File: config.mk
export PLATFORM = sky130hd
export DESIGN_NAME = sas_adc_seq
export DESIGN_NICKNAME = d
export VERILOG_FILES = /design/src/common/sas_pkg.sv /design/src/design/sas_adc_seq.sv
export VERILOG_INCLUDE_DIRS = /design/src /design/src/common
export SDC_FILE = /design/constraint.sdc
export NUM_CORES = 1
export LEC_CHECK = 0
export BUFFER_PORTS_ARGS = -buffer_cell sky130_fd_sc_hd__buf_2
export CELL_PAD_IN_SITES_DETAIL_PLACEMENT = 1
export CELL_PAD_IN_SITES_GLOBAL_PLACEMENT = 1
export CORE_ASPECT_RATIO = 0.7
export CORE_MARGIN = 4
export CORE_UTILIZATION = 35
export CTS_BUF_LIST = sky130_fd_sc_hd__clkbuf_4
export DETAILED_ROUTE_END_ITERATION = 8
export PLACE_DENSITY = 0.69
export SETUP_SLACK_MARGIN = 0.1
export SYNTH_ARGS = -nofsm -noshare
export SYNTH_HDL_FRONTEND = slang
export SYNTH_SLANG_ARGS = --single-unit
export TNS_END_PERCENT = 1
File: constraint.sdc
create_clock -name i_clk -period 2 [get_ports i_clk]
set_input_delay 0.4 -clock i_clk [delete_from_list [all_inputs] [get_ports i_clk]]
set_output_delay 0.4 -clock i_clk [all_outputs]
set_load 0.01 [all_outputs]
File: src/common/sas_map.svh
// Purpose: offsets, fields, resets and counts of the converter sequencer
// Assumes: byte addresses on a 32-bit Avalon-MM slave, one word per register
// Notes: included by the design file and the testbench
`ifndef SAS_MAP_SVH
`define SAS_MAP_SVH
// register byte offsets
`define SAS_OFS_CTRL 5'h00
`define SAS_OFS_RESULT 5'h04
`define SAS_OFS_DIV 5'h08
`define SAS_OFS_STAT 5'h0c
`define SAS_OFS_MASK 5'h10
// control register fields
`define SAS_CTRL_SEL_LSB 0
`define SAS_CTRL_TRIG_LSB 4
`define SAS_CTRL_START_BIT 8
`define SAS_CTRL_DONE_BIT 12
// status and mask bits
`define SAS_ST_DONE 0
`define SAS_ST_LOST 1
// reset values
`define SAS_RST_SEL 4'h0
`define SAS_RST_DIV 5'h00
`define SAS_RST_MASK 2'h0
`define SAS_MAX_CH 4'ha
// conversion timing in converter clocks
`define SAS_CONV_CLKS 6'h3a
`define SAS_SAR_BITS 12
`define SAS_SAMPLE_CLKS 6'h2e
`define SAS_SAR_MSB 12'h800
`endif

File: src/common/sas_pkg.sv
// Purpose: types shared by the converter sequencer
// Assumes: nothing beyond the map header
// Notes: states and trigger source encodings
package sas_pkg;
  typedef enum logic [1:0] {SAS_IDLE, SAS_SAMPLE, SAS_APPROX} sas_state_e;
  typedef enum logic [1:0]
  {
    SAS_TRIG_NONE,
    SAS_TRIG_TIMER,
    SAS_TRIG_PWM,
    SAS_TRIG_RSVD
  } sas_trig_e;
  typedef logic [11:0] sas_code_t;
endpackage

File: src/design/sas_adc_seq.sv
// Purpose: sequencer for a 12-bit successive approximation converter
// Assumes: timer and comparator inputs synchronous to i_clk
// Notes: Avalon-MM slave answers one cycle after a request
//
// Local design decisions: the register offsets and the Avalon-MM slave port.
`timescale 1ns/1ps
`default_nettype none
`include "sas_map.svh"
module sas_adc_seq
(
  input wire logic i_clk,
  input wire logic i_nrst,
  input wire logic [4:0] i_avs_address,
  input wire logic i_avs_read,
  input wire logic i_avs_write,
  input wire logic [31:0] i_avs_writedata,
  output logic [31:0] o_avs_readdata,
  output logic o_avs_waitrequest,
  input wire logic [2:0] i_timer_match,
  input wire logic i_pwm_trig,
  input wire logic i_cmp,
  output logic [3:0] o_mux_sel,
  output logic o_sample,
  output sas_pkg::sas_code_t o_dac_code,
  output logic o_busy,
  output logic o_irq
);
  import sas_pkg::*;

  sas_state_e state;
  logic [3:0] sel_field;
  sas_trig_e trig_sel;
  logic soft_start;
  logic done_flag;
  sas_code_t result;
  logic [4:0] div;
  logic [1:0] irq_stat;
  logic [1:0] irq_mask;
  logic [4:0] pre_cnt;
  logic tick;
  logic [5:0] conv_cnt;
  logic [3:0] bitpos;
  logic req;
  logic acc;
  logic hw_trig;
  logic any_trig;
  logic accept;
  logic finish;
  logic [1:0] lost_set;
  logic [1:0] done_set;
  logic wr_ctrl;
  logic [31:0] next_rdata;

  // bus handshake decode
  assign req = i_avs_read | i_avs_write;
  assign acc = req & ~o_avs_waitrequest;
  assign wr_ctrl = acc & i_avs_write & (i_avs_address == `SAS_OFS_CTRL);

  // trigger sources and acceptance
  always_comb
  begin
    unique case (trig_sel)
      SAS_TRIG_TIMER: hw_trig = |i_timer_match;
      SAS_TRIG_PWM: hw_trig = i_pwm_trig;
      default: hw_trig = 1'b0;
    endcase
  end
  assign any_trig = soft_start | hw_trig;
  // only an idle converter accepts, so a running one is never disturbed
  assign accept = (state == SAS_IDLE) & any_trig;
  assign finish = (state == SAS_APPROX) & tick & (bitpos == 4'h0);
  assign lost_set = {(state != SAS_IDLE) & hw_trig, 1'b0};
  assign done_set = {1'b0, finish};

  // single wait cycle then answer; read data ready with waitrequest low
  always_ff @(posedge i_clk or negedge i_nrst)
  begin
    if (!i_nrst)
    begin
      o_avs_waitrequest <= 1'b1;
      o_avs_readdata <= 32'h0;
    end
    else
    begin
      o_avs_waitrequest <= ~(req & o_avs_waitrequest);
      if (req & o_avs_waitrequest)
        o_avs_readdata <= next_rdata;
    end
  end

  // read mux; unmapped offsets read zero
  always_comb
  begin
    next_rdata = 32'h0;
    unique case (i_avs_address)
      `SAS_OFS_CTRL:
      begin
        next_rdata[`SAS_CTRL_SEL_LSB +: 4] = sel_field;
        next_rdata[`SAS_CTRL_TRIG_LSB +: 2] = trig_sel;
        next_rdata[`SAS_CTRL_START_BIT] = soft_start;
        next_rdata[`SAS_CTRL_DONE_BIT] = done_flag;
      end
      `SAS_OFS_RESULT: next_rdata[11:0] = result;
      `SAS_OFS_DIV: next_rdata[4:0] = div;
      `SAS_OFS_STAT: next_rdata[1:0] = irq_stat;
      `SAS_OFS_MASK: next_rdata[1:0] = irq_mask;
      default: next_rdata = 32'h0;
    endcase
  end

  // software-written configuration
  always_ff @(posedge i_clk or negedge i_nrst)
  begin
    if (!i_nrst)
    begin
      sel_field <= `SAS_RST_SEL;
      trig_sel <= SAS_TRIG_NONE;
      div <= `SAS_RST_DIV;
      irq_mask <= `SAS_RST_MASK;
    end
    else if (acc & i_avs_write)
    begin
      if (i_avs_address == `SAS_OFS_CTRL)
      begin
        sel_field <= i_avs_writedata[`SAS_CTRL_SEL_LSB +: 4];
        trig_sel <= sas_trig_e'(i_avs_writedata[`SAS_CTRL_TRIG_LSB +: 2]);
      end
      if (i_avs_address == `SAS_OFS_DIV)
        div <= i_avs_writedata[4:0];
      if (i_avs_address == `SAS_OFS_MASK)
        irq_mask <= i_avs_writedata[1:0];
    end
  end

  // soft start: write one sets while idle, acceptance clears
  always_ff @(posedge i_clk or negedge i_nrst)
  begin
    if (!i_nrst)
      soft_start <= 1'b0;
    else if (accept)
      soft_start <= 1'b0;
    else if (wr_ctrl & i_avs_writedata[`SAS_CTRL_START_BIT])
      soft_start <= (state == SAS_IDLE);
  end

  // prescaler restarts on acceptance so every run has equal length
  always_ff @(posedge i_clk or negedge i_nrst)
  begin
    if (!i_nrst)
    begin
      pre_cnt <= 5'h0;
      tick <= 1'b0;
    end
    else if (accept || (pre_cnt >= div))
    begin
      pre_cnt <= 5'h0;
      tick <= ~accept;
    end
    else
    begin
      pre_cnt <= pre_cnt + 5'h1;
      tick <= 1'b0;
    end
  end

  // conversion sequence: sampling then one bit per converter clock
  always_ff @(posedge i_clk or negedge i_nrst)
  begin
    if (!i_nrst)
    begin
      state <= SAS_IDLE;
      conv_cnt <= 6'h0;
      bitpos <= 4'h0;
      o_dac_code <= 12'h0;
      o_mux_sel <= `SAS_RST_SEL;
    end
    else
    begin
      unique case (state)
        SAS_IDLE:
          if (accept)
          begin
            state <= SAS_SAMPLE;
            conv_cnt <= 6'h0;
            // out-of-range select falls back to input 0
            o_mux_sel <= (sel_field > `SAS_MAX_CH) ? 4'h0 : sel_field;
          end
        SAS_SAMPLE:
          if (tick)
          begin
            conv_cnt <= conv_cnt + 6'h1;
            if (conv_cnt == `SAS_SAMPLE_CLKS - 6'h1)
            begin
              state <= SAS_APPROX;
              bitpos <= 4'(`SAS_SAR_BITS - 1);
              o_dac_code <= `SAS_SAR_MSB;
            end
          end
        SAS_APPROX:
          if (tick)
          begin
            conv_cnt <= conv_cnt + 6'h1;
            o_dac_code[bitpos] <= i_cmp;
            if (bitpos != 4'h0)
            begin
              o_dac_code[bitpos - 4'h1] <= 1'b1;
              bitpos <= bitpos - 4'h1;
            end
            else
              state <= SAS_IDLE;
          end
        default: state <= SAS_IDLE;
      endcase
    end
  end

  // result and done flag; flag drops while a conversion runs
  always_ff @(posedge i_clk or negedge i_nrst)
  begin
    if (!i_nrst)
    begin
      result <= 12'h0;
      done_flag <= 1'b0;
    end
    else if (finish)
    begin
      result <= {o_dac_code[11:1], i_cmp};
      done_flag <= 1'b1;
    end
    else if (accept)
      done_flag <= 1'b0;
  end

  // sticky events; read clears only what was returned, set wins
  always_ff @(posedge i_clk or negedge i_nrst)
  begin
    if (!i_nrst)
      irq_stat <= 2'h0;
    else if (acc & i_avs_read & (i_avs_address == `SAS_OFS_STAT))
      irq_stat <= (irq_stat & ~o_avs_readdata[1:0]) | done_set | lost_set;
    else
      irq_stat <= irq_stat | done_set | lost_set;
  end

  // registered status outputs
  always_ff @(posedge i_clk or negedge i_nrst)
  begin
    if (!i_nrst)
    begin
      o_irq <= 1'b0;
      o_busy <= 1'b0;
      o_sample <= 1'b0;
    end
    else
    begin
      o_irq <= |(irq_stat & irq_mask);
      o_busy <= accept | ((state != SAS_IDLE) & ~finish);
      o_sample <= accept | ((state == SAS_SAMPLE) &
        ~(tick & (conv_cnt == `SAS_SAMPLE_CLKS - 6'h1)));
    end
  end

  // checks
  a_bus_answer: assert property (@(posedge i_clk) disable iff (!i_nrst)
    req && o_avs_waitrequest |=> !o_avs_waitrequest)
    else $error("waitrequest did not drop after one cycle");
  a_sel_range: assert property (@(posedge i_clk) disable iff (!i_nrst)
    o_mux_sel <= `SAS_MAX_CH)
    else $error("routed input out of range");
  a_sel_match: assert property (@(posedge i_clk) disable iff (!i_nrst)
    accept && sel_field <= `SAS_MAX_CH |=> o_mux_sel == $past(sel_field))
    else $error("routed input differs from select field");
  a_done_busy: assert property (@(posedge i_clk) disable iff (!i_nrst)
    (state != SAS_IDLE) |-> !done_flag)
    else $error("done flag high during conversion");
  a_finish_done: assert property (@(posedge i_clk) disable iff (!i_nrst)
    finish |=> done_flag && irq_stat[`SAS_ST_DONE] && state == SAS_IDLE)
    else $error("finish did not set done and status");
  a_conv_len: assert property (@(posedge i_clk) disable iff (!i_nrst)
    finish |-> conv_cnt == `SAS_CONV_CLKS - 6'h1)
    else $error("conversion length not 58 converter clocks");
  a_start_clear: assert property (@(posedge i_clk) disable iff (!i_nrst)
    accept |=> !soft_start && state == SAS_SAMPLE)
    else $error("soft start not cleared on acceptance");
  a_busy_ignore: assert property (@(posedge i_clk) disable iff (!i_nrst)
    (state != SAS_IDLE) && any_trig && !finish |=>
    $stable(o_mux_sel) && state != SAS_IDLE)
    else $error("trigger disturbed running conversion");
  a_hw_start: assert property (@(posedge i_clk) disable iff (!i_nrst)
    state == SAS_IDLE && hw_trig |=> o_busy && o_sample)
    else $error("hardware trigger not accepted");
  a_sar_msb: assert property (@(posedge i_clk) disable iff (!i_nrst)
    $rose(state == SAS_APPROX) |-> o_dac_code == `SAS_SAR_MSB)
    else $error("approximation did not start at midscale");
  a_tick_div: assert property (@(posedge i_clk) disable iff (!i_nrst)
    tick && div == 5'h1 && $stable(div) && state != SAS_IDLE && !finish |->
    ##1 !tick ##1 tick)
    else $error("prescaler period wrong");
  c_soft_conv: cover property (@(posedge i_clk) disable iff (!i_nrst)
    accept && soft_start ##[1:600] finish);
  c_pwm_conv: cover property (@(posedge i_clk) disable iff (!i_nrst)
    accept && trig_sel == SAS_TRIG_PWM);
  c_lost: cover property (@(posedge i_clk) disable iff (!i_nrst)
    lost_set[`SAS_ST_LOST]);
  c_irq: cover property (@(posedge i_clk) disable iff (!i_nrst)
    $rose(o_irq));
endmodule // sas_adc_seq
`default_nettype wire

# After elaboration in Yosys (flattened, before gate mapping)
# Index checks and enable logic that the tools add are counted.
[classes] add_sub_neg=3 magnitude_cmp=6 n_eq_ne=16 mux=40 bitwise_logic=31 reduce_logical=23
[ops] cell="$mux W12" n=4
[ops] cell="$pmux W12 S2" n=1
[ops] cell="$mux W4" n=5
[ops] cell="$and A1 B1 Y1" n=14
[ops] cell="$mux W2" n=7
[ops] cell="$bwmux W12" n=1
[ops] cell="$mux W6" n=2
[ops] cell="$or A12 B12 Y12" n=1
[ops] cell="$pmux W6 S2" n=1
[ops] cell="$eq A5 B4 Y1 const B" n=2
[ops] cell="$lt A4 B5 Y1 const B" n=2
[ops] cell="$pmux W2 S5" n=1
[ops] cell="$reduce_and A5 Y1" n=2
[ops] cell="$reduce_bool A2 Y1" n=5
[ops] cell="$pmux W3 S3" n=1
[ops] cell="$demux W1 S4" n=2
[ops] cell="$ge A4 B1 Y1 const B" n=2
[ops] cell="$mux W1" n=8
[ops] cell="$ne A2 B2 Y1 const B" n=4
[ops] cell="$pmux W4 S2" n=1
[ops] cell="$reduce_and A2 Y1" n=4
[ops] cell="$add A6 B1 Y6 const B" n=1
[ops] cell="$eq A6 B6 Y1 const B" n=1
[ops] cell="$ne A2 B1 Y1 const B" n=3
[ops] cell="28 further kinds" n=44
[totals] regBits=80 input_bits=46 output_inout_bits=52 wordCells=139

# Depth between registers and ports, before layout
# Gate-level depths: netlist of run 1.
[logic_depth] depth_word=9 ltp_mapped=8 ltp_nobuf=7

# Least setup slack after synthesis of run 1
# OpenSTA, ideal clock, no wires.
[synth_path] kind="reg-to-reg" start="register trig_sel[0]" end="register state[0]" setup_ns=0.125 arrival_ns=1.828 slack_ns=0.047 stages_incl_launch_ff=8 n_path_buf=0 path_cell_list="dfrtp_1 inv_1 ha_1 and3b_1 a311oi_4 a21oi_1 nand2_1 mux2_2"
[synth_between] elab_chain_len=6
[synth_rtl] item="from (decl)" line_no="sas_adc_seq.sv:32" rtl="sas_trig_e trig_sel;"
[synth_rtl] item="from (signal assigned)" line_no="sas_adc_seq.sv:126" rtl="trig_sel <= sas_trig_e'(i_avs_writedata[`SAS_CTRL_TRIG_LSB +: 2]);"
[synth_rtl] item="$eq A2 B2 Y1 / $eq A2 B1 Y1 (equally long branches)" line_no="sas_adc_seq.sv:62" rtl="unique case (trig_sel)"
[synth_rtl] item="$pmux W1 S2 *" line_no="sas_adc_seq.sv:62"
[synth_rtl] item="$or A1 B1 Y1 *" line_no="sas_adc_seq.sv:68" rtl="assign any_trig = soft_start | hw_trig;"
[synth_rtl] item="$and A1 B1 Y1 *" line_no="sas_adc_seq.sv:70" rtl="assign accept = (state == SAS_IDLE) & any_trig;"
[synth_rtl] item="$ne A2 B2 Y1 (no line) *"
[synth_rtl] item="$reduce_and A5 Y1 (no line) *"
[synth_rtl] item="to (signal assigned)" line_no="sas_adc_seq.sv:171" rtl="state <= SAS_IDLE;"
[synth_rtl] item="to (signal assigned)" line_no="sas_adc_seq.sv:183" rtl="state <= SAS_SAMPLE;"
[synth_rtl] item="to (signal assigned)" line_no="sas_adc_seq.sv:194" rtl="state <= SAS_APPROX;"
[synth_rtl] item="to (decl)" line_no="sas_adc_seq.sv:30" rtl="sas_state_e state;"
# Every way passes the cells marked *; elsewhere a longest branch is shown, timed or not.
# A chain may end at the register's enable or synchronous reset.

# Worst setup path in the final report of run 1
[layout_path] start="register trig_sel[1]" end="register state[0]"
# Same word-level chain as after synthesis.

==> summary.md, run 1 <==
| Metric | Value |
|---|---|
| Area share of the largest cell type after synthesis | 45.68% |
| Fill cell count | 1378 |
| Complex-gate fraction of the synthesized area | 14.28% |
| DRC violations left | 0 |
| # port buffers | 53 |
| Synthesis Warnings | 0 |
| Setup Skew | 0.01418 ns |
| Largest fanout on the critical path | 4 |
| Leakage | 2.396 nW |
| WL final | 11330 um |
| Placed instance area | 0.004827 sq mm |
| Worst min-delay path class | primary input to flop |
| Worst skew pair latency | 0.45 ns |
| Final net count | 572 |
| N_diodes | 0 |
| CTS Root Cell | clkbuf_4 |
| Area growth, synth to finish | 18.16% |
| Maximum clock rate | 522.8 MHz |
| Non-Filler Instances | 669 |
| Core Box Area | 0.01189 sq mm |
| Design Power | 4.996 mW |
| Routed vias | 3398 |
| Max_cap viols | 0 |
| Crit Path Class | flop to flop |
| Simple-Gate Fraction of Synth Area | 16.48% |
| First-pass iteration count of the detailed router | 4 |
| Slew Viols, Final | 0 |
| Seq cells post-synth | 80 |
| Peak VDD IR | 452.1 uV |
| Die Span Y | 101.0 um |
| Number of global-route vias before repair | 3544 |
| Synth top area cells | dfrtp_1, mux2_2, nand2_1, ha_1, o21ai_0 |
| Synth area leader | dfrtp_1 |
| Die extent in x | 140.9 um |
| Final Hold Fails | 0 |
| Post-Synthesis Cells | 439 |
| Setup-failing EPs final | 0 |
| I/O pins | 98 |
| Routability cong. | 0.8574 |
| Netlist cell types | 55 |
| Rows | 33 |
| Total negative slack | 0 ns |
| First-pass GRT wire length | 18610 um |
| Post-Place Cells | 652 |
| Post-synthesis sequential area ratio | 46.29% |
| Async S/R FF share, synth | 100.0% |
| Vias per inst | 5.079 |
| CP required | 2.34 ns |
| Largest family of logic cells by synthesized area | simple AND/OR/NAND/NOR gates |
| Crit path launch type | flop |
| DR iter-0 viols | 164 |
| Fin crit period | 1.913 ns |
| Syn_area_per_cell | 9.859 sq um |
| CTS tree | built |
| Post-detailed-route count of antenna-violating nets | 0 |
| Layout cells sized above 1 | 29.49% |
| Synth Flop Type | dfrtp_1 |
| Starting density of the core | 36.40% |
| RSZ-0062 raised after global routing | true |
| Initial antenna violation count | 0 |
| Max clock buf depth | 2 |
| Crit. End Element | flop |
| Status | finished clean |
| Worst slew margin | 66.45% |
| Final instance area | 0.005114 sq mm |
| Cts bufs inserted | 9 |
| GRT Util Overall | 16.50% |
| Die area | 0.01424 sq mm |
| Clock Sinks | 80 |
| Data arrival, critical path | 2.26 ns |
| Post-DP HPWL | 8515 um |
| XOR/XNOR share of the synthesized area | 1.619% |
| Setup bufs post-CTS | 0 |
| Largest net degree at the start of global routing | 39 |
| WL/cell | 16.93 um |
| Synthesized area | 0.004328 sq mm |
| Total congestion overflow | 0 |
| Worst-margin pin slew | 0.5033 ns |
| Mux share of post-synthesis cell area | 8.962% |
| Synth Area in Adders | 5.493% |
| Clock transition at path regs | 0.14 ns |
| PD cells | 977.0 mW/mm^2 |
| H-tree levels | 3 |
| Final worst path period share | 95.63% |
| EDFF count, synth | 0 |
[critical path, stage by stage (launching register included)]
cell      delay (ns)
dfrtp_1         0.45
ha_4            0.29
and3b_2         0.24
a311oi_4        0.33
a21oi_2         0.09
nand2_1         0.09
mux2_2          0.33
[Yosys cell counts (all sizes together), types with 7 or more instances]
| library cell | instances |
|---|---|
| nor3 | 9 |
| o21ai | 40 |
| mux2 | 26 |
| nor2 | 22 |
| inv | 19 |
| a21oi | 16 |
| xnor2 | 7 |
| ha | 19 |
| buf | 25 |
| and3 | 7 |
| nand2 | 70 |
| a22o | 7 |
| clkbuf | 12 |
| dfrtp | 79 |
| nand3 | 12 |
[path summary, 6_finish.rpt]
path | start | endpoint | slack (ns) | cells after the start
setup / recovery | trig_sel[1] | state[0] | 0.09 | 6
hold / removal | i_avs_writedata[2] | sel_field[2] | 0.20 | 2
setup reg to reg | trig_sel[1] | state[0] | 0.09 | 6
hold reg to reg | o_avs_readdata[7] | o_avs_readdata[7] | 0.49 | 2
max in group asynchronous | i_nrst | conv_cnt[1] | 1.01 | 3
min in group asynchronous | i_nrst | irq_mask[0] | 0.41 | 2
[stage by stage]
stage | hold WS [ns] | setup slack [ns] | utilization (%)
after floorplan | 0.1044 | 0.1035 | -
after global placement | 0.3421 | 0.02819 | 40.59
after detailed placement | 0.3424 | 0.03049 | 40.59
after CTS | 0.1705 | 0.06300 | 41.90
after global routing | 0.1569 | 0.000001776 | 43.00
final | 0.2005 | 0.08737 | 43.00
[what timing repair did]
item,in CTS,in global routing
endpoints found under the setup margin,20,35
endpoints found under the hold margin,25,0
pin swaps,0,14
gates resized for setup,1,30
cloned,0,0
hold buffers,1,0
[logic make-up after synthesis]
family | after synthesis
other cells | 1
mux | 33
compound gates | 94
simple gates | 148
xor+xnor | 8
flops | 80
buf+inv | 56
fa+ha+maj | 19
[per-layer routing]
metal	routed length, um	GRT usage (%)	vias to the layer above
li1	-	-	1633
met1	5545	23.39	1685
met2	5105	25.33	68
met3	561	4.410	12
met4	115	3.872	0
met5	0	0	-
[report_power, final]
part / total [mW] / switching [mW] / internal [mW]
clock network: 1.02 / 0.626 / 0.392
logic: 1.83 / 1.01 / 0.818
registers: 2.15 / 0.258 / 1.89
total: 5.00 / 1.90 / 3.10
[registers in the layout, indices dropped and copies added, names as in the netlist, 2 cells and up]
signal	cells
o_avs_readdata	13
o_dac_code	12
result	12
conv_cnt	6
div	5
pre_cnt	5
bitpos	4
o_mux_sel	4
sel_field	4
irq_mask	2
irq_stat	2
state	2
trig_sel	2
[placed cells by master (no fill, tap or decap), types with 3 or more instances in the layout]
cell       n
a21o_1     5
nor2b_1    4
inv_1     17
clkbuf_4   9
o21ai_0   36
dfrtp_1   77
buf_2     52
conb_1    19
mux2i_1    4
a221oi_1   6
nand3b_1   3
buf_4     20
mux2_2    26
nand2b_1   5
a22oi_1    6
nand3_1   11
ha_1      18
nand4_1    3
a22o_1     7
and3_1     6
nor2_1    21
xnor2_1    7
a21oi_1   15
nand2_1   69
nor3_1     5
[area by class of cell]
| cell class | instances | area, sq um | area share, % |
|---|---|---|---|
| inverter | 19 | 71.32 | 1.395 |
| sequential | 80 | 2006 | 39.22 |
| timing repair buffer | 76 | 471.7 | 9.224 |
| multi-input combinational | 321 | 2223 | 43.48 |
| tap | 157 | 196.4 | 3.841 |
| clock buffer | 9 | 67.56 | 1.321 |
| clock inverter | 7 | 77.57 | 1.517 |
Note: power is estimated with default switching activity, not from simulation.
==> run 2: changes to the inputs <==
CORE_ASPECT_RATIO = 2   (was 0.7)
==> run 2 against run 1 <==
  * Via count is 2.4% higher
  * Clock power hardly changed
  * Critical path type unchanged
  * Highest routed layer unchanged
  * Non-clock buffer count is 7 higher
  * Sequential share of layout area is 0.47 points higher
  * Routed wire length is 4.4% higher
  * Design area is 1.2% lower
  * Sequential cell count stayed put
  * Largest cell class unchanged
  * Die area is 0.56% higher
==> summary.md, run 2 (synthesis gave the netlist of run 1 again) <==
| Metric | Value |
|---|---|
| Status | finished clean (unchanged) |
| Post-DP HPWL | 9351 um (was 8515 um) |
| H-tree levels | 3 (unchanged) |
| Routed vias | 3480 (was 3398) |
| Worst hold endpoint | div[3] (was sel_field[2]) |
| Routability cong. | 0.7868 (was 0.8574) |
| RSZ-0062 raised after global routing | true (unchanged) |
| Largest fanout on the critical path | 5 (was 4) |
| # port buffers | 53 (unchanged) |
| Leakage | 2.407 nW (was 2.396 nW) |
| Clock share of power | 20.8% (was 20.4%) |
| Crit Path Class | flop to flop (unchanged) |
| Largest register FFs | 13 (unchanged) |
| WL/cell | 17.72 um (was 16.93 um) |
| Largest net degree at the start of global routing | 39 (unchanged) |
| Sequential share of power | 44.2% (was 43.0%) |
| Setup Skew | 0.02113 ns (was 0.01418 ns) |
| Cts bufs inserted | 9 (unchanged) |
| Part of the power in combinational logic | 35.0% (was 36.7%) |
| Worst min-delay path class | primary input to flop (unchanged) |
| Number of global-route vias before repair | 3824 (was 3544) |
| Max_cap viols | 0 (unchanged) |
| Area growth, synth to finish | 16.68% (was 18.16%) |
| CTS tree | built (unchanged) |
| Data arrival, critical path | 2.18 ns (was 2.26 ns) |
| Core Box Area | 0.01212 sq mm (was 0.01189 sq mm) |
| Layout cells sized above 1 | 27.75% (was 29.49%) |
| DRC violations left | 0 (unchanged) |
| Commonest non-fill, non-tap cell in the layout | dfrtp_1 (unchanged) |
| Reg2reg setup slack | 0.14 ns (was 0.09 ns) |
| First-pass iteration count of the detailed router | 6 (was 4) |
| Crit path launch type | flop (unchanged) |
| Largest register by flop count | o_avs_readdata (unchanged) |
| Rows | 57 (was 33) |
| FF-to-FF Start | trig_sel[1] (unchanged) |
| Final core occ | 41.65% (was 43.00%) |
| Initial antenna violation count | 1 (was 0) |
| WHS Path Cells | 2 (unchanged) |
| Max clock buf depth | 2 (unchanged) |
| Slowest CP cell | dfrtp_1 (unchanged) |
| Clock transition at path regs | 0.12 ns (was 0.14 ns) |
| Final Hold Fails | 0 (unchanged) |
| Final worst path period share | 93.05% (was 95.63%) |
| Maximum clock rate | 537.3 MHz (was 522.8 MHz) |
| Hold_ws | 0.2198 ns (was 0.2005 ns) |
| Worst-margin pin slew | 0.5903 ns (was 0.5033 ns) |
| Peak VDD IR | 381.8 uV (was 452.1 uV) |
| Worst skew pair latency | 0.44 ns (was 0.45 ns) |
| Slew Viols, Final | 0 (unchanged) |
| CP max stage delay | 0.44 ns (was 0.45 ns) |
| Multi-input gate area | 0.002133 sq mm (was 0.002223 sq mm) |
| Crit. End Element | flop (unchanged) |
| Fill cell count | 1437 (was 1378) |
| Post-detailed-route count of antenna-violating nets | 0 (unchanged) |
| Hold_sp | i_avs_writedata[3] (was i_avs_writedata[2]) |
| DR iter-0 viols | 92 (was 164) |
| Setup-failing EPs final | 0 (unchanged) |
| Switch share | 36.93% (was 37.99%) |
| Die Span Y | 165.3 um (was 101.0 um) |
| NetSw | 1.787 mW (was 1.898 mW) |
| Total congestion overflow | 0 (unchanged) |
| I/O pins | 98 (unchanged) |
| Internal power | 3.052 mW (was 3.098 mW) |
| Die area | 0.01432 sq mm (was 0.01424 sq mm) |
| WP buf/inv | 1 (was 0) |
| Fin crit period | 1.861 ns (was 1.913 ns) |
| Worst path top cell family by delay | flip-flops (unchanged) |
| PD cells | 958.3 mW/mm^2 (was 977.0 mW/mm^2) |
| Final net count | 579 (was 572) |
| Starting density of the core | 35.70% (was 36.40%) |
| Reg2Reg Depth | 7 (was 6) |
| Worst slew margin | 60.23% (was 66.45%) |
| CP cell instances | ha_4 > and3b_2 > a311oi_4 > buf_6 > nor3b_2 > xnor2_1 > nor2_1 (was ha_4 > and3b_2 > a311oi_4 > a21oi_2 > nand2_1 > mux2_2) |
| Clock Sinks | 80 (unchanged) |
| Vias per inst | 5.217 (was 5.079) |
| First-pass GRT wire length | 18970 um (was 18610 um) |
| FF-to-FF End | conv_cnt[2] (was state[0]) |
| Storage cell area | 0.002004 sq mm (was 0.002006 sq mm) |
| GRT Util Overall | 17.15% (was 16.50%) |
| WL final | 11820 um (was 11330 um) |
| Most frequent cells in the layout | dfrtp_1, nand2_1, buf_2 (unchanged) |
| Top Registers | o_avs_readdata x13, o_dac_code x12, result x12 (unchanged) |
| CTS Root Cell | clkbuf_4 (unchanged) |
| Die extent in x | 86.63 um (was 140.9 um) |
| CP required | 2.32 ns (was 2.34 ns) |
run 2: per-stage QoR:
stage	TNS, ns	instance area [sq um]	worst slack [ns]	cells	power, mW
floorplan	0	4395	0.1035	457	3.156
global placement	0	4825	0.03592	645	3.697
detailed placement	-0.004112	4825	-0.004112	645	3.787
CTS	0	5030	0.08439	665	4.875
global route	0	5050	0.01622	667	5.153
finish	0	5050	0.1390	667	4.839
run 2: how the worst max path moves through the flow:
stage | start | depth (start not counted) | endpoint
CTS | trig_sel[1] | 7 | conv_cnt[2]
finish | trig_sel[1] | 7 | conv_cnt[2]
global placement | i_timer_match[1] | 6 | state[0]
floorplan | trig_sel[0] | 7 | state[0]
detailed placement | i_timer_match[1] | 6 | state[0]
global route | conv_cnt[1] | 8 | o_dac_code[7]
run 2: cell type report:
cell class	instances	share of cell area, %
Multi-Input combinational cell	321	42.24
Sequential cell	80	39.69
Timing Repair Buffer	83	10.13
Tap cell	147	3.642
Clock buffer	10	1.487
Inverter	19	1.412
Clock inverter	6	1.338
Antenna cell	1	0.04955
run 2: metal layers:
metal / vias to the layer above / GRT usage (%) / share of wire (%)
met5: - / 0 / 0
met4: 0 / 8.652 / 3.9
met3: 32 / 2.681 / 3.5
met2: 90 / 33.37 / 58
met1: 1720 / 16.87 / 34
li1: 1638 / - / -
run 2: repair_timing:
action,4_1_cts,5_1_grt
hold endpoints to repair,35,0
pin swaps,5,2
gates cloned,0,0
setup endpoints to repair,2,27
gates resized for setup,7,5
hold buffers,1,0
setup buffers,3,1
run 2: power groups by stage:
stage / logic, mW / registers (mW) / clock network [mW]
after floorplan: 1.00 / 2.16 / 0
after global placement: 1.54 / 2.16 / 0
after detailed placement: 1.62 / 2.17 / 0
after CTS: 1.69 / 2.14 / 1.04
after global routing: 1.89 / 2.18 / 1.08
final: 1.69 / 2.14 / 1.00
==> run 3: changes to the inputs <==
CORE_ASPECT_RATIO = 0.5   (was 2)
==> run 3 against run 2 <==
  * First-iteration DRC count is 110% higher
  * Fmax fell by 1.4%
  * Clock skew is 0.013 ns lower
  * Critical path type unchanged
==> summary.md, run 3 (synthesis gave the netlist of run 1 again) <==
| Metric | Value |
|---|---|
| Status | finished clean (unchanged) |
| Starting density of the core | 36.23% (was 35.70%) |
| Max_cap viols | 0 (unchanged) |
| Largest register by flop count | o_avs_readdata (unchanged) |
| Setup-failing EPs final | 0 (unchanged) |
| Layout cells sized above 1 | 26.40% (was 27.75%) |
| Placed instance area | 0.004877 sq mm (was 0.004825 sq mm) |
| Routed vias | 3414 (was 3480) |
| Fin crit period | 1.887 ns (was 1.861 ns) |
| Largest fanout on the critical path | 3 (was 5) |
| Worst slew margin | 65.21% (was 60.23%) |
| Post-detailed-route count of antenna-violating nets | 0 (unchanged) |
| Hold_ws | 0.1855 ns (was 0.2198 ns) |
| Routability cong. | 0.8215 (was 0.7868) |
| Crit Path Class | flop to flop (unchanged) |
| Final net count | 579 (unchanged) |
| CP cell instances | ha_1 > and3b_2 > a311oi_4 > a21oi_1 > nand2_1 > mux2_2 (was ha_4 > and3b_2 > a311oi_4 > buf_6 > nor3b_2 > xnor2_1 > nor2_1) |
| Clock transition at path regs | 0.13 ns (was 0.12 ns) |
| Internal power | 3.029 mW (was 3.052 mW) |
| First-pass iteration count of the detailed router | 4 (was 6) |
| Max clock buf depth | 2 (unchanged) |
| Crit path launch type | flop (unchanged) |
| DR iter-0 viols | 197 (was 92) |
| Non-Filler Instances | 684 (was 667) |
| Initial antenna violation count | 0 (was 1) |
| WL/cell | 16.34 um (was 17.72 um) |
| Cts bufs inserted | 9 (unchanged) |
| Largest net degree at the start of global routing | 33 (was 39) |
| CTS tree | built (unchanged) |
| Setup ws final | 0.1127 ns (was 0.1390 ns) |
| Worst-margin pin slew | 0.5174 ns (was 0.5903 ns) |
| Post-DP HPWL | 8533 um (was 9351 um) |
| NetSw | 1.740 mW (was 1.787 mW) |
| Final worst path period share | 94.37% (was 93.05%) |
| Slowest CP cell | dfrtp_1 (unchanged) |
| Slew Viols, Final | 0 (unchanged) |
| Number of global-route vias before repair | 3589 (was 3824) |
| Core Box Area | 0.01195 sq mm (was 0.01212 sq mm) |
| # port buffers | 53 (unchanged) |
| N_diodes | 0 (was 1) |
| Worst path top cell family by delay | flip-flops (unchanged) |
| Leakage | 2.399 nW (was 2.407 nW) |
| Most frequent cells in the layout | dfrtp_1, nand2_1, buf_2 (unchanged) |
| Worst skew pair latency | 0.45 ns (was 0.44 ns) |
| Final instance area | 0.005039 sq mm (was 0.005050 sq mm) |
| Data arrival, critical path | 2.23 ns (was 2.18 ns) |
| Maximum clock rate | 529.8 MHz (was 537.3 MHz) |
| Setup Skew | 0.008527 ns (was 0.02113 ns) |
| Final Hold Fails | 0 (unchanged) |
| Part of the power in combinational logic | 35.0% (about the same) |
| Sequential share of power | 44.4% (was 44.2%) |
| Total congestion overflow | 0 (unchanged) |
| Total negative slack | 0 ns (unchanged) |
| Die area | 0.01432 sq mm (unchanged) |
| Reg2reg setup slack | 0.11 ns (was 0.14 ns) |
| CP required | 2.34 ns (was 2.32 ns) |
| CP max stage delay | 0.41 ns (was 0.44 ns) |
| Crit. End Element | flop (unchanged) |
| Design Power | 4.769 mW (was 4.839 mW) |
| Die extent in x | 165.3 um (was 86.63 um) |
| Worst min-delay path class | primary input to flop (unchanged) |
| Rows | 28 (was 57) |
| Largest register FFs | 13 (unchanged) |
| DRC violations left | 0 (unchanged) |
| Switch share | 36.49% (was 36.93%) |
| Vias per inst | 4.991 (was 5.217) |
| WP buf/inv | 0 (was 1) |
| Commonest non-fill, non-tap cell in the layout | dfrtp_1 (unchanged) |
| GRT Util Overall | 16.85% (was 17.15%) |
| PD cells | 946.5 mW/mm^2 (was 958.3 mW/mm^2) |
| Area growth, synth to finish | 16.42% (was 16.68%) |
| Peak VDD IR | 320.1 uV (was 381.8 uV) |
| RSZ-0062 raised after global routing | true (unchanged) |
| Fill cell count | 1406 (was 1437) |
| H-tree levels | 3 (unchanged) |
| Clock Sinks | 80 (unchanged) |
| Final core occ | 42.18% (was 41.65%) |
| I/O pins | 98 (unchanged) |
| Die Span Y | 86.63 um (was 165.3 um) |
| First-pass GRT wire length | 18720 um (was 18970 um) |
| Pre-CTS setup slack | 0.07731 ns (was -0.004112 ns) |
| Post-Place Cells | 667 (was 645) |
| Clock share of power | 20.6% (was 20.8%) |
| Setup bufs post-CTS | 0 (was 3) |
| CTS Root Cell | clkbuf_4 (unchanged) |
| WL final | 11180 um (was 11820 um) |
| Top Registers | o_avs_readdata x13, o_dac_code x12, result x12 (unchanged) |
[run 3: cell types whose count changed in the layout (fill, tap and decap cells not counted), sizes merged]
cell   previous run  this run
diode             1         0
[run 3: final cells by class]
type | count | area (sq um) | share of cell area (%)
flip-flops and latches | 80 | 2003 | 39.76
clock buffers | 10 | 75.07 | 1.490
clock inverters | 6 | 58.81 | 1.167
well taps | 165 | 206.4 | 4.097
multi-input cells | 321 | 2112 | 41.92
repair buffers | 83 | 511.7 | 10.16
inverters | 19 | 71.32 | 1.415
[run 3: power groups by stage]
stage / combinational [mW] / sequential [mW] / clock [mW]
finish: 1.67 / 2.12 / 0.980
global route: 1.89 / 2.16 / 1.10
CTS: 1.68 / 2.12 / 1.03
detailed placement: 1.67 / 2.15 / 0
global placement: 1.63 / 2.14 / 0
floorplan: 1.00 / 2.16 / 0
[run 3: repair_timing]
| action | CTS | global route |
|---|---|---|
| hold buffers | 1 | 0 |
| hold endpoints to repair | 30 | 0 |
| setup endpoints to repair | 1 | 16 |
| resized for setup | 1 | 4 |
[run 3: final timing paths]
path | startpoint | cells past startpoint | to
setup / recovery | trig_sel[1] | 6 | state[0]
hold / removal | i_avs_writedata[5] | 2 | trig_sel[1]
setup reg to reg | trig_sel[1] | 6 | state[0]
hold reg to reg | o_avs_readdata[10] | 2 | o_avs_readdata[10]
max in group asynchronous | i_nrst | 3 | pre_cnt[0]
min in group asynchronous | i_nrst | 2 | o_dac_code[11]
[run 3: per-layer routing]
| metal | up-vias | share of wire (%) | GRT usage, % |
|---|---|---|---|
| met5 | - | 0 | 0 |
| met2 | 63 | 48 | 26.81 |
| met4 | 0 | 0.67 | 4.151 |
| met1 | 1700 | 47 | 23.07 |
| li1 | 1645 | - | - |
| met3 | 6 | 4.3 | 4.418 |
[run 3: worst reg2reg max path, stage by stage, from the launching register on]
cell and delay [ns]:
dfrtp_1 0.41, ha_1 0.31, and3b_2 0.25, a311oi_4 0.27, a21oi_1 0.11, nand2_1 0.11, mux2_2 0.32
